--- src/line_if_pkg.sv ---
// constants shared by the line interface block
package line_if_pkg;

  // ****************************************************
  // register byte addresses
  // ****************************************************
  localparam logic [7:0] ADDR_CFG_ONE = 8'h00;
  localparam logic [7:0] ADDR_CFG_FIVE = 8'h04;
  localparam logic [7:0] ADDR_VIOL_LOW = 8'h08;
  localparam logic [7:0] ADDR_VIOL_HIGH = 8'h0c;
  localparam logic [7:0] ADDR_IRQ_STATUS = 8'h10;
  localparam logic [7:0] ADDR_IRQ_MASK = 8'h14;

  // ****************************************************
  // master_config_one fields
  // ****************************************************
  localparam int F_NRZ_SEL = 0;
  localparam int F_LINE_LOOP = 1;
  localparam int F_PAYLOAD_LOOP = 2;
  localparam int F_LOSS_SWITCH = 3;
  localparam logic [3:0] CFG_ONE_RST = 4'h0;

  // ****************************************************
  // master_config_five fields
  // ****************************************************
  localparam int F_TX_CLK_INV = 0;
  localparam int F_TX_PLUS_HIGH = 1;
  localparam int F_TX_PLUS_INV = 2;
  localparam int F_TX_MINUS_HIGH = 3;
  localparam int F_TX_MINUS_INV = 4;
  localparam int F_RX_CLK_INV = 5;
  localparam int F_RX_PLUS_INV = 6;
  localparam int F_RX_MINUS_INV = 7;
  localparam logic [7:0] CFG_FIVE_RST = 8'h00;

  // ****************************************************
  // interrupt status and mask fields
  // ****************************************************
  localparam int F_IRQ_TX_LOSS = 0;
  localparam int F_IRQ_VIOL = 1;
  localparam int F_IRQ_SAT = 2;
  localparam logic [2:0] IRQ_RST = 3'h0;

  // ****************************************************
  // counter and timing
  // ****************************************************
  localparam logic [15:0] VIOL_MAX = 16'hffff;
  localparam logic [15:0] VIOL_RST = 16'h0000;
  localparam int PCLK_MHZ = 250;
  localparam int TX_LOSS_NS = 200;
  localparam int TX_LOSS_CYCLES = (TX_LOSS_NS * PCLK_MHZ + 999) / 1000;
  localparam logic [7:0] TX_LOSS_COUNT = 8'(TX_LOSS_CYCLES);

endpackage : line_if_pkg

--- src/line_interface.sv ---
// line side interface: transmit rails and clock, receive capture, apb regs
//
// Implementation choices: the register addresses and the APB slave port.

// ****************************************************
// line interface top
// ****************************************************
// Summary of operation
// - dual-rail mode: plus rail for positive, minus rail for negative pulses
// - binary mode drives data on the plus output and holds minus low
// - transmit data changes on rising clock edge, or falling when inverted
// - plus force bit holds the plus output high
// - plus invert bit inverts plus output; force with invert gives low
// - minus force holds high, invert inverts, both together give low
// - out clock normally copies the transmit input clock, optional invert
// - during line or payload loopback the clock follows the receive clock
// - on transmit clock loss with switchover set, use the receive clock
// - dual-rail receive takes plus and minus pulses as AMI data
// - binary receive takes data on plus input, violations on minus input
// - receive inputs sampled on rising edge, or falling when inverted
// - receive plus invert bit flips the plus input polarity
// - binary mode counts cycles with violation high, or low when inverted
// - receive works with gapped or continuous line clocks up to 52MHz
module line_interface
  import line_if_pkg::*;
(
  input wire logic pclk,
  input wire logic presetn,
  input wire logic psel,
  input wire logic penable,
  input wire logic pwrite,
  input wire logic [7:0] paddr,
  input wire logic [31:0] pwdata,
  output logic [31:0] prdata,
  output logic pready,
  output logic pslverr,
  output logic irq,
  input wire logic fmt_plus,
  input wire logic fmt_minus,
  input wire logic fmt_nrz,
  output logic fmt_take,
  input wire logic dec_bpv,
  output logic dec_plus,
  output logic dec_minus,
  output logic dec_strobe,
  input wire logic tx_input_clock,
  output logic tx_plus_rail,
  output logic tx_minus_rail,
  output logic tx_line_clock_out,
  input wire logic rx_line_clock,
  input wire logic rx_plus_rail,
  input wire logic rx_minus_rail
);

  // ****************************************************
  // helpers
  // ****************************************************
  // force then invert; both set yields low
  function automatic logic shape_rail(input logic raw, input logic force_hi,
                                      input logic invert);
    shape_rail = (force_hi | raw) ^ invert;
  endfunction : shape_rail

  // register decode, one compare per mapped offset
  function automatic logic addr_hit(input logic [7:0] addr,
                                    input logic [7:0] offset);
    addr_hit = (addr == offset);
  endfunction : addr_hit

  // ****************************************************
  // pin synchronisers
  // ****************************************************
  logic txc_level;
  logic txc_rise;
  logic txc_fall;
  logic rxc_level;
  logic rxc_rise;
  logic rxc_fall;
  logic rxp_level;
  logic rxm_level;
  logic tx_lost;

  line_sync u_txc_sync (
    .pclk(pclk),
    .presetn(presetn),
    .pin(tx_input_clock),
    .level(txc_level),
    .rise(txc_rise),
    .fall(txc_fall)
  );

  line_sync u_rxc_sync (
    .pclk(pclk),
    .presetn(presetn),
    .pin(rx_line_clock),
    .level(rxc_level),
    .rise(rxc_rise),
    .fall(rxc_fall)
  );

  line_sync u_rxp_sync (
    .pclk(pclk),
    .presetn(presetn),
    .pin(rx_plus_rail),
    .level(rxp_level),
    .rise(),
    .fall()
  );

  line_sync u_rxm_sync (
    .pclk(pclk),
    .presetn(presetn),
    .pin(rx_minus_rail),
    .level(rxm_level),
    .rise(),
    .fall()
  );

  // gaps in the transmit clock shorter than the timeout are not a loss
  activity_watch u_tx_watch (
    .pclk(pclk),
    .presetn(presetn),
    .edge_seen(txc_rise | txc_fall),
    .lost(tx_lost)
  );

  // ****************************************************
  // configuration registers
  // ****************************************************
  logic [3:0] cfg_one_q;
  logic [7:0] cfg_five_q;
  logic [2:0] irq_status_q;
  logic [2:0] irq_mask_q;
  logic [15:0] viol_q;

  logic nrz_sel;
  logic loop_on;
  logic loss_switch;
  logic tx_clk_inv;
  logic rx_clk_inv;

  assign nrz_sel = cfg_one_q[F_NRZ_SEL];
  assign loop_on = cfg_one_q[F_LINE_LOOP] | cfg_one_q[F_PAYLOAD_LOOP];
  assign loss_switch = cfg_one_q[F_LOSS_SWITCH];
  assign tx_clk_inv = cfg_five_q[F_TX_CLK_INV];
  assign rx_clk_inv = cfg_five_q[F_RX_CLK_INV];

  // ****************************************************
  // transmit clock selection
  // ****************************************************
  logic use_rx_clock;
  logic src_level;
  logic clk_out_d;
  logic clk_out_q;
  logic tx_launch;

  assign use_rx_clock = loop_on | (tx_lost & loss_switch);
  assign src_level = use_rx_clock ? rxc_level : txc_level;
  assign clk_out_d = src_level ^ tx_clk_inv;
  // launch on the active output edge: rising, or falling when inverted
  assign tx_launch = (clk_out_d != clk_out_q) &
                     (clk_out_d == ~tx_clk_inv);
  assign fmt_take = tx_launch;

  // ****************************************************
  // transmit data formatting
  // ****************************************************
  logic plus_raw;
  logic minus_raw;
  logic plus_hold_q;
  logic minus_hold_q;
  logic plus_hold_d;
  logic minus_hold_d;
  logic tx_plus_q;
  logic tx_minus_q;
  logic tx_plus_d;
  logic tx_minus_d;

  assign plus_raw = nrz_sel ? fmt_nrz : fmt_plus;
  assign minus_raw = nrz_sel ? 1'b0 : fmt_minus;
  assign plus_hold_d = tx_launch ? plus_raw : plus_hold_q;
  // binary mode drops a stale dual-rail bit at once, not at the next launch
  assign minus_hold_d = nrz_sel ? 1'b0 :
                        (tx_launch ? minus_raw : minus_hold_q);
  assign tx_plus_d = shape_rail(plus_hold_d, cfg_five_q[F_TX_PLUS_HIGH],
                                cfg_five_q[F_TX_PLUS_INV]);
  assign tx_minus_d = shape_rail(minus_hold_d, cfg_five_q[F_TX_MINUS_HIGH],
                                 cfg_five_q[F_TX_MINUS_INV]);

  always_ff @(posedge pclk or negedge presetn) begin
    if (!presetn) begin
      clk_out_q <= 1'b0;
      plus_hold_q <= 1'b0;
      minus_hold_q <= 1'b0;
      tx_plus_q <= 1'b0;
      tx_minus_q <= 1'b0;
    end else begin
      clk_out_q <= clk_out_d;
      plus_hold_q <= plus_hold_d;
      minus_hold_q <= minus_hold_d;
      tx_plus_q <= tx_plus_d;
      tx_minus_q <= tx_minus_d;
    end
  end

  assign tx_plus_rail = tx_plus_q;
  assign tx_minus_rail = tx_minus_q;
  assign tx_line_clock_out = clk_out_q;

  // ****************************************************
  // receive capture
  // ****************************************************
  logic rx_sample;
  logic rx_plus_val;
  logic rx_minus_val;
  logic dec_plus_q;
  logic dec_minus_q;
  logic dec_strobe_q;

  // clock and data pass equal sync depth, so edge and data stay aligned
  assign rx_sample = rx_clk_inv ? rxc_fall : rxc_rise;
  assign rx_plus_val = rxp_level ^ cfg_five_q[F_RX_PLUS_INV];
  assign rx_minus_val = rxm_level ^ cfg_five_q[F_RX_MINUS_INV];

  always_ff @(posedge pclk or negedge presetn) begin
    if (!presetn) begin
      dec_plus_q <= 1'b0;
      dec_minus_q <= 1'b0;
      dec_strobe_q <= 1'b0;
    end else begin
      dec_strobe_q <= rx_sample;
      if (rx_sample) begin
        dec_plus_q <= rx_plus_val;
        dec_minus_q <= rx_minus_val;
      end
    end
  end

  assign dec_plus = dec_plus_q;
  assign dec_minus = dec_minus_q;
  assign dec_strobe = dec_strobe_q;

  // ****************************************************
  // violation counter
  // ****************************************************
  logic viol_event;
  logic viol_sat;
  logic viol_clear;
  logic [15:0] viol_d;

  // binary mode counts the violation pin, dual-rail the decoder's flag
  assign viol_event = nrz_sel ? (rx_sample & rx_minus_val) : dec_bpv;
  assign viol_sat = (viol_q == VIOL_MAX);

  // ****************************************************
  // apb slave
  // ****************************************************
  logic setup_ph;
  logic wr_en;
  logic hit_cfg_one;
  logic hit_cfg_five;
  logic hit_viol_low;
  logic hit_viol_high;
  logic hit_status;
  logic hit_mask;
  logic addr_ok;
  logic [31:0] rd_mux;
  logic [31:0] prdata_q;
  logic [2:0] irq_set;
  logic [2:0] irq_status_d;
  logic tx_lost_q;

  assign setup_ph = psel & ~penable;
  assign wr_en = psel & penable & pwrite;
  assign hit_cfg_one = addr_hit(paddr, ADDR_CFG_ONE);
  assign hit_cfg_five = addr_hit(paddr, ADDR_CFG_FIVE);
  assign hit_viol_low = addr_hit(paddr, ADDR_VIOL_LOW);
  assign hit_viol_high = addr_hit(paddr, ADDR_VIOL_HIGH);
  assign hit_status = addr_hit(paddr, ADDR_IRQ_STATUS);
  assign hit_mask = addr_hit(paddr, ADDR_IRQ_MASK);
  assign addr_ok = hit_cfg_one | hit_cfg_five | hit_viol_low |
                   hit_viol_high | hit_status | hit_mask;

  assign rd_mux = hit_cfg_one ? {28'h0000000, cfg_one_q} :
                  hit_cfg_five ? {24'h000000, cfg_five_q} :
                  hit_viol_low ? {24'h000000, viol_q[7:0]} :
                  hit_viol_high ? {24'h000000, viol_q[15:8]} :
                  hit_status ? {29'h00000000, irq_status_q} :
                  hit_mask ? {29'h00000000, irq_mask_q} :
                  32'h00000000;

  // writing the low byte clears the count; a count in that cycle still lands
  assign viol_clear = wr_en & hit_viol_low;
  assign viol_d = viol_clear ? {15'h0000, viol_event} :
                  (viol_event & ~viol_sat) ? viol_q + 16'h0001 : viol_q;

  assign irq_set[F_IRQ_TX_LOSS] = tx_lost & ~tx_lost_q;
  assign irq_set[F_IRQ_VIOL] = viol_event;
  // a clear in the same cycle restarts the count, so no saturation then
  assign irq_set[F_IRQ_SAT] = viol_event & ~viol_clear &
                              (viol_q == VIOL_MAX - 16'h0001);
  // set wins over a write-one clear
  assign irq_status_d = irq_set |
                        (irq_status_q & ~((wr_en & hit_status) ?
                                          pwdata[2:0] : 3'h0));

  // software-written configuration
  always_ff @(posedge pclk or negedge presetn) begin
    if (!presetn) begin
      cfg_one_q <= CFG_ONE_RST;
      cfg_five_q <= CFG_FIVE_RST;
      irq_mask_q <= IRQ_RST;
    end else begin
      if (wr_en & hit_cfg_one) begin
        cfg_one_q <= pwdata[3:0];
      end
      if (wr_en & hit_cfg_five) begin
        cfg_five_q <= pwdata[7:0];
      end
      if (wr_en & hit_mask) begin
        irq_mask_q <= pwdata[2:0];
      end
    end
  end

  // read data is captured in the setup cycle and stands through access
  always_ff @(posedge pclk or negedge presetn) begin
    if (!presetn) begin
      prdata_q <= 32'h00000000;
    end else if (setup_ph) begin
      prdata_q <= rd_mux;
    end
  end

  // ****************************************************
  // status and counter registers
  // ****************************************************
  always_ff @(posedge pclk or negedge presetn) begin
    if (!presetn) begin
      irq_status_q <= IRQ_RST;
      viol_q <= VIOL_RST;
      tx_lost_q <= 1'b0;
    end else begin
      irq_status_q <= irq_status_d;
      viol_q <= viol_d;
      tx_lost_q <= tx_lost;
    end
  end

  assign prdata = prdata_q;
  assign pready = 1'b1;
  assign pslverr = psel & penable & ~addr_ok;
  assign irq = |(irq_status_q & irq_mask_q);

endmodule : line_interface

--- src/line_sync.sv ---
// two-stage synchroniser for a pin with edge detection behind it
module line_sync
  import line_if_pkg::*;
(
  input wire logic pclk,
  input wire logic presetn,
  input wire logic pin,
  output logic level,
  output logic rise,
  output logic fall
);

  logic meta_q;
  logic stable_q;
  logic prev_q;

  // only stable_q reads meta_q
  always_ff @(posedge pclk or negedge presetn) begin
    if (!presetn) begin
      meta_q <= 1'b0;
      stable_q <= 1'b0;
      prev_q <= 1'b0;
    end else begin
      meta_q <= pin;
      stable_q <= meta_q;
      prev_q <= stable_q;
    end
  end

  assign level = stable_q;
  assign rise = stable_q & ~prev_q;
  assign fall = ~stable_q & prev_q;

endmodule : line_sync

--- src/activity_watch.sv ---
// flags a clock as lost when no edge is seen for a set number of cycles
module activity_watch
  import line_if_pkg::*;
(
  input wire logic pclk,
  input wire logic presetn,
  input wire logic edge_seen,
  output logic lost
);

  logic [7:0] idle_q;
  logic [7:0] idle_d;
  logic lost_q;
  logic lost_d;
  logic at_limit;

  assign at_limit = (idle_q == TX_LOSS_COUNT);
  assign idle_d = edge_seen ? 8'h00 : (at_limit ? idle_q : idle_q + 8'h01);
  assign lost_d = edge_seen ? 1'b0 : (lost_q | at_limit);

  always_ff @(posedge pclk or negedge presetn) begin
    if (!presetn) begin
      idle_q <= 8'h00;
      lost_q <= 1'b0;
    end else begin
      idle_q <= idle_d;
      lost_q <= lost_d;
    end
  end

  assign lost = lost_q;

endmodule : activity_watch

--- config.mk ---
export PLATFORM = sky130hd
export DESIGN_NAME = line_interface
export DESIGN_NICKNAME = d
export VERILOG_FILES = /design/src/line_if_pkg.sv /design/src/line_interface.sv /design/src/line_sync.sv /design/src/activity_watch.sv
export SDC_FILE = /design/constraint.sdc
export NUM_CORES = 1
export LEC_CHECK = 0
export BUFFER_PORTS_ARGS = -buffer_cell sky130_fd_sc_hd__buf_4
export CELL_PAD_IN_SITES_DETAIL_PLACEMENT = 1
export CELL_PAD_IN_SITES_GLOBAL_PLACEMENT = 1
export CORE_AREA = 2 2 112 103
export DETAILED_ROUTE_END_ITERATION = 10
export DIE_AREA = 0 0 114 105
export PLACE_DENSITY = 0.72
export SLEW_MARGIN = 10
export SYNTH_ARGS = -nofsm -noshare
export SYNTH_HDL_FRONTEND = slang
export SYNTH_SLANG_ARGS = --single-unit
--- constraint.sdc ---
create_clock -name pclk -period 1.75 [get_ports pclk]
set_input_delay 0.0875 -clock pclk [delete_from_list [all_inputs] [get_ports pclk]]
set_output_delay 0.0875 -clock pclk [all_outputs]
set_load 0.005 [all_outputs]
==> impl_metrics.json, run 1 <==
{
  "tightestPinTransition_ps": 543,
  "grt_max_degree": 37,
  "die_y_um": 105,
  "holdWs_ps": 18.2,
  "switchingPower_mw": 1.79,
  "drive_gt1_share_pct": 40.5,
  "areaGrowthSynthToFinish_pct": 40.0,
  "cp_data_arrival_time_ps": 2100,
  "start_util_pct": 34.5,
  "io_pins": 95,
  "post-route-drc-count": 0,
  "antenna_found_initial": 0,
  "rsz0062_at_grt": "true",
  "power_density_nw_per_um2": 1110,
  "fin_worst_skew_ps": 9.06,
  "setup_violations": 11,
  "cts.path.max_buffers": 2,
  "syn_avg_cell_area_sq_um": 10.5,
  "finalHoldViolCount": 0,
  "clock-sinks": 70,
  "path_class": "reg2reg",
  "wl_per_cell_um": 18.7,
  "fin_crit_ps": 1820,
  "vias": 3164,
  "diodes": 0,
  "rows": 36,
  "met2WireLength_um": 5740,
  "clock_power_share_pct": 35.5,
  "firstDrtPassIters": 4,
  "run_status": "finished, violations left",
  "routedLengthMet1_um": 4880,
  "power_frac_seq_pct": 34.7,
  "ys.flop_type": "dfrtp_1",
  "async_reset_ff_share_pct": 100,
  "synth_common_cells": "dfrtp_1, nand2_1, buf_4, mux2_2, nor2_1",
  "critPathLaunchType": "flip-flop",
  "cp_slowest_cell": "or4_4",
  "yosys_warnings": 0,
  "nets": 524,
  "relSlewSlack_pct": 63.8,
  "ff2ff_path_depth": 5,
  "coreArea_sq_um": 10700,
  "synth.area.top_cells": "dfrtp_1, mux2_2, buf_4",
  "setup_slack_ps": -67.8,
  "ys_seq_area_share_pct": 47.4,
  "wirelength_um": 11300,
  "maxCapViolCount": 0,
  "root_buffer": "clkbuf_16",
  "finalSetupTns_ps": -386,
  "yosysMostFrequentCell": "dfrtp_1",
  "synth_edf_count": 0,
  "p_comb_share_pct": 29.8,
  "grt_pass1_vias": 3466,
  "syn_area_sq_um": 3700,
  "grt_usage_pct": 19.4,
  "dr.first_iter.drc_count": 155,
  "gp_congestion": 0.853,
  "num-fill-cells": 1183,
  "yosysTopAreaCellShare_pct": 47.4,
  "cts.htree.levels": 3,
  "overflow": 0,
  "synth-seq-cells": 70,
  "antenna_left": 0,
  "viasPerCell": 5.23,
  "ys_types": 59,
  "io_buffers": 45,
  "leakage_nw": 2.40,
  "failed_checks": "negative setup slack",
  "met3WireLength_um": 532,
  "path_cells": "xor2_2 -> o211ai_4 -> a21o_4 -> or4_4 -> a21oi_2",
  "die-area_sq_um": 12000,
  "min_period_over_period_pct": 104,
  "synth.largest_area_cell": "dfrtp_1",
  "cts_tree": "done",
  "path_clk_slew_ps": 60,
  "numCtsBuffers": 9,
  "clk_latency_ps": 350,
  "synthCells": 351,
  "final_max_slew_viol_count": 0,
  "hold_path.class": "in2reg",
  "peakVddDrop_mv": 0.577,
  "hpwl_um": 7820,
  "grt_pass1_wl_um": 17800,
  "required_ps": 2030,
  "endpoint_kind": "flip-flop",
  "fp.dieW_um": 114,
  "whs_path_depth": 2,
  "top_layer": "met4",
  "switching_share_pct": 31.2,
  "crit_fanout": 7,
  "p_int_mw": 3.96,
  "clock.fmax_mhz": 550,
  "cpPeakStageDelay_ps": 520
}
-- through the flow --
step	setup WS (ps)	std cells	util [%]	power, mW	area (sq um)
after floorplan	-4.30	374	-	2.76	3810
after global placement	-58.6	569	41.8	3.41	4490
after detailed placement	-145	569	41.8	3.48	4490
after CTS	-85.7	600	47.2	5.68	5050
after global routing	-118	605	48.3	6.02	5180
final	-67.8	605	48.3	5.75	5180
-- final timing paths --
check / startpoint / to / slack, ps
max: cfg_five_q[7] / viol_q[13] / -70
min: pwdata[0] / cfg_five_q[0] / 20
max reg2reg: cfg_five_q[7] / viol_q[13] / -70
min reg2reg: u_rxc_sync.meta_q / u_rxc_sync.level / 350
max in group asynchronous: presetn / viol_q[4] / 920
min in group asynchronous: presetn / u_tx_watch.idle_q[0] / 260
-- worst max-delay path: cells and delay by family, from the launching register on --
family | cells | cell delay [ps]
xor+xnor | 1 | 260
compound gates | 3 | 560
simple gates | 1 | 520
flops | 1 | 410
-- cell type report --
cell class                 count  area (sq um)  share of cell area (%)
multi-input combinational    253          1930                    37.4
tap                          133           166                    3.21
timing repair buffer         118           933                    18.0
sequential                    70          1750                    33.8
inverter                      15          56.3                    1.09
clock inverter                 5          81.3                    1.57
clock buffer                  11           253                    4.88
-- kinds of logic (layout without fill, tap and decap cells) --
logic type	count (synthesis)	after routing	share of synthesized area [%]
buf+inv	52	149	8.09
simple gates	111	111	16.7
other cells	2	25	0.203
mux	30	30	9.20
xor+xnor	15	15	3.76
fa+ha+maj	4	4	1.35
flops	70	70	47.4
compound gates	67	68	13.4
-- flip-flops by register name (all words and copies together), names as in the netlist, 3 cells and up --
register           count
u_tx_watch.idle_q      8
viol_q                16
irq_mask_q             3
prdata                 8
irq_status_q           3
cfg_one_q              4
cfg_five_q             8
-- layout by cell type (no fill, tap or decap), types with 6 or more instances in the layout --
cell	instances
clkbuf_16	9
o21ai_0	6
nor2_1	20
mux2i_1	6
o31ai_1	7
a21oi_1	10
inv_1	13
xor2_1	6
conb_1	25
xnor2_1	7
nand3_1	11
mux2_2	21
dfrtp_1	70
nand2_1	27
dlygate4sd3_1	11
buf_4	104
-- per-layer routing --
layer  vias to the layer above  track usage [%]
met5                         -                0
met4                         0             6.79
met3                        16             5.28
met2                        85             33.2
met1                      1616             23.4
li1                       1447                -
-- power by group through the flow --
stage	Clock, mW	Sequential, mW	Combinational, mW
floorplan	0	2.07	0.693
global placement	0	1.99	1.42
detailed placement	0	2.00	1.48
CTS	2.09	1.98	1.61
global route	2.13	2.02	1.86
finish	2.04	2.00	1.71
-- what timing repair did --
action	4_1_cts	5_1_grt
cloned	1	0
pin swaps	19	15
hold endpoints to repair	45	0
gates resized for setup	23	19
setup endpoints to repair	17	21
buffers inserted	3	5
hold buffers	11	0
(Power assumes the default switching activity.)
==> run 2, diff against run 1 <==
--- a/config.mk
+++ b/config.mk
@@ -12,6 +12,7 @@
 export DETAILED_ROUTE_END_ITERATION = 10
 export DIE_AREA = 0 0 114 105
 export PLACE_DENSITY = 0.72
+export SKIP_LAST_GASP = 1
 export SLEW_MARGIN = 10
 export SYNTH_ARGS = -nofsm -noshare
 export SYNTH_HDL_FRONTEND = slang
==> run 2 against run 1 <==
Effect of this change:
- the run still ends with negative setup slack left
- clock power barely moved
- critical path type unchanged
- final area down 0.39%
- worst setup slack worse by 12 ps
- highest routed layer unchanged
- flip-flop and latch count is the same
- hold slack got worse by 1.6 ps
- global-route usage unchanged
- register-to-register slack about the same
- critical path depth did not move
- utilization fell by 0.19 points
- via count is 1.8% higher
- sequential power is essentially flat
- largest power group unchanged
==> impl_metrics.json, run 2 (same netlist as run 1, synthesis figures left out) <==
{
  "cp_data_arrival_time_ps": 2110,
  "dp_slack_ps": -145,
  "power_density_nw_per_um2": 1120,
  "switchingPower_mw": 1.80,
  "rrSetupSlack_ps": -80,
  "clock-sinks": 70,
  "switching_share_pct": 31.3,
  "setup_violations": 13,
  "grt_pass1_wl_um": 17800,
  "io_buffers": 45,
  "run_status": "finished, violations left",
  "root_buffer": "clkbuf_16",
  "hold_path.class": "in2reg",
  "drive_gt1_share_pct": 40.3,
  "top_register": "viol_q",
  "wl_per_cell_um": 19.1,
  "required_ps": 2030,
  "endpoint_kind": "flip-flop",
  "finalSetupTns_ps": -563,
  "areaGrowthSynthToFinish_pct": 39.4,
  "rows": 36,
  "clock.fmax_mhz": 547,
  "cts_tree": "done",
  "path_class": "reg2reg",
  "diodes": 0,
  "final_max_slew_viol_count": 0,
  "failed_checks": "negative setup slack",
  "nets": 524,
  "power_mw": 5.76,
  "hpwl_um": 7820,
  "setup_slack_ps": -79.4,
  "critPathLaunchType": "flip-flop",
  "grt_max_degree": 37,
  "maxCapViolCount": 0,
  "power_frac_seq_pct": 34.7,
  "p_comb_share_pct": 29.9,
  "critPathCapture": "viol_q[13]",
  "overflow": 0,
  "ff2ff_path_depth": 5,
  "peakVddDrop_mv": 0.581,
  "finalHoldViolCount": 0,
  "leakage_nw": 2.40,
  "fin_worst_skew_ps": 8.71,
  "viasPerCell": 5.33,
  "start_util_pct": 34.5,
  "crit_fanout": 7,
  "wirelength_um": 11500,
  "rsz0062_at_grt": "true",
  "r2r_end": "viol_q[13]",
  "reg2reg_from": "cfg_five_q[7]",
  "final_cell_mix": "buf_4, dfrtp_1, nand2_1",
  "crit_start": "cfg_five_q[7]",
  "path_clk_slew_ps": 60,
  "min_period_over_period_pct": 105,
  "fin_crit_ps": 1830,
  "die_y_um": 105,
  "tightestPinTransition_ps": 541,
  "antenna_found_initial": 0,
  "gp_congestion": 0.853,
  "dr.first_iter.drc_count": 178,
  "p_int_mw": 3.95,
  "numCtsBuffers": 9,
  "coreArea_sq_um": 10700,
  "antenna_left": 0,
  "clk_latency_ps": 350,
  "relSlewSlack_pct": 63.9,
  "final_common_cell": "buf_4",
  "die-area_sq_um": 12000,
  "cts.path.max_buffers": 2,
  "firstDrtPassIters": 4,
  "io_pins": 95,
  "clock_power_share_pct": 35.4,
  "cts.htree.levels": 3,
  "largest_reg_flops": 16,
  "fp.dieW_um": 114,
  "grt_pass1_vias": 3466,
  "post-route-drc-count": 0,
  "grt_usage_pct": 19.4,
  "vias": 3222
}
run 2: cell counts in the layout (fill, tap and decap cells not counted):
Identical to the previous run, type by type.
run 2: cell type report:
cell class	count	area (sq um)
Fill cell	1185	5560
Sequential cell	70	1750
Timing Repair Buffer	118	933
Clock buffer	11	253
Tap cell	133	166
Inverter	15	56.3
Clock inverter	5	81.3
Multi-Input combinational cell	253	1910
run 2: worst min path at each step:
stage                    from                    to  cells past startpoint
floorplan             presetn         cfg_five_q[0]                      0
global placement      presetn  u_tx_watch.idle_q[3]                      1
detailed placement    presetn  u_tx_watch.idle_q[0]                      1
CTS                 pwdata[2]         irq_mask_q[2]                      2
global route        pwdata[2]         irq_mask_q[2]                      2
finish              pwdata[2]          cfg_one_q[2]                      2
run 2: critical path: stages (launching register included):
cell and delay, ps:
dfrtp_1 410, xor2_2 260, o211ai_4 180, a21o_4 270, or4_4 520, a21oi_2 130
run 2: per-layer routing:
metal / track usage (%) / part of all wire, %
met5: 0 / 0
met4: 6.79 / 2.0
met2: 33.2 / 51
met3: 5.28 / 5.3
met1: 23.4 / 42
run 2: what timing repair did:
action	CTS	global route
resized for setup	23	17
gates cloned	1	0
pin swaps	19	15
hold endpoints to repair	45	0
buffers inserted	3	5
endpoints found under the setup margin	17	21
hold buffers	11	0
run 2: power by group through the flow:
stage | logic (mW) | clock network (mW) | registers, mW
finish | 1.72 | 2.04 | 2.00
global route | 1.87 | 2.13 | 2.02
CTS | 1.61 | 2.09 | 1.98
detailed placement | 1.48 | 0 | 2.00
global placement | 1.42 | 0 | 1.99
floorplan | 0.693 | 0 | 2.07
run 2: stage by stage:
step | hold slack [ps] | utilization (%) | instance area, sq um | std cells
2_1_floorplan | -208 | - | 3810 | 374
3_3_place_gp | 82.3 | 41.8 | 4490 | 569
3_5_place_dp | 96.3 | 41.8 | 4490 | 569
4_1_cts | 7.94 | 47.2 | 5050 | 600
5_1_grt | 17.0 | 48.1 | 5160 | 605
6_report | 16.6 | 48.1 | 5160 | 605
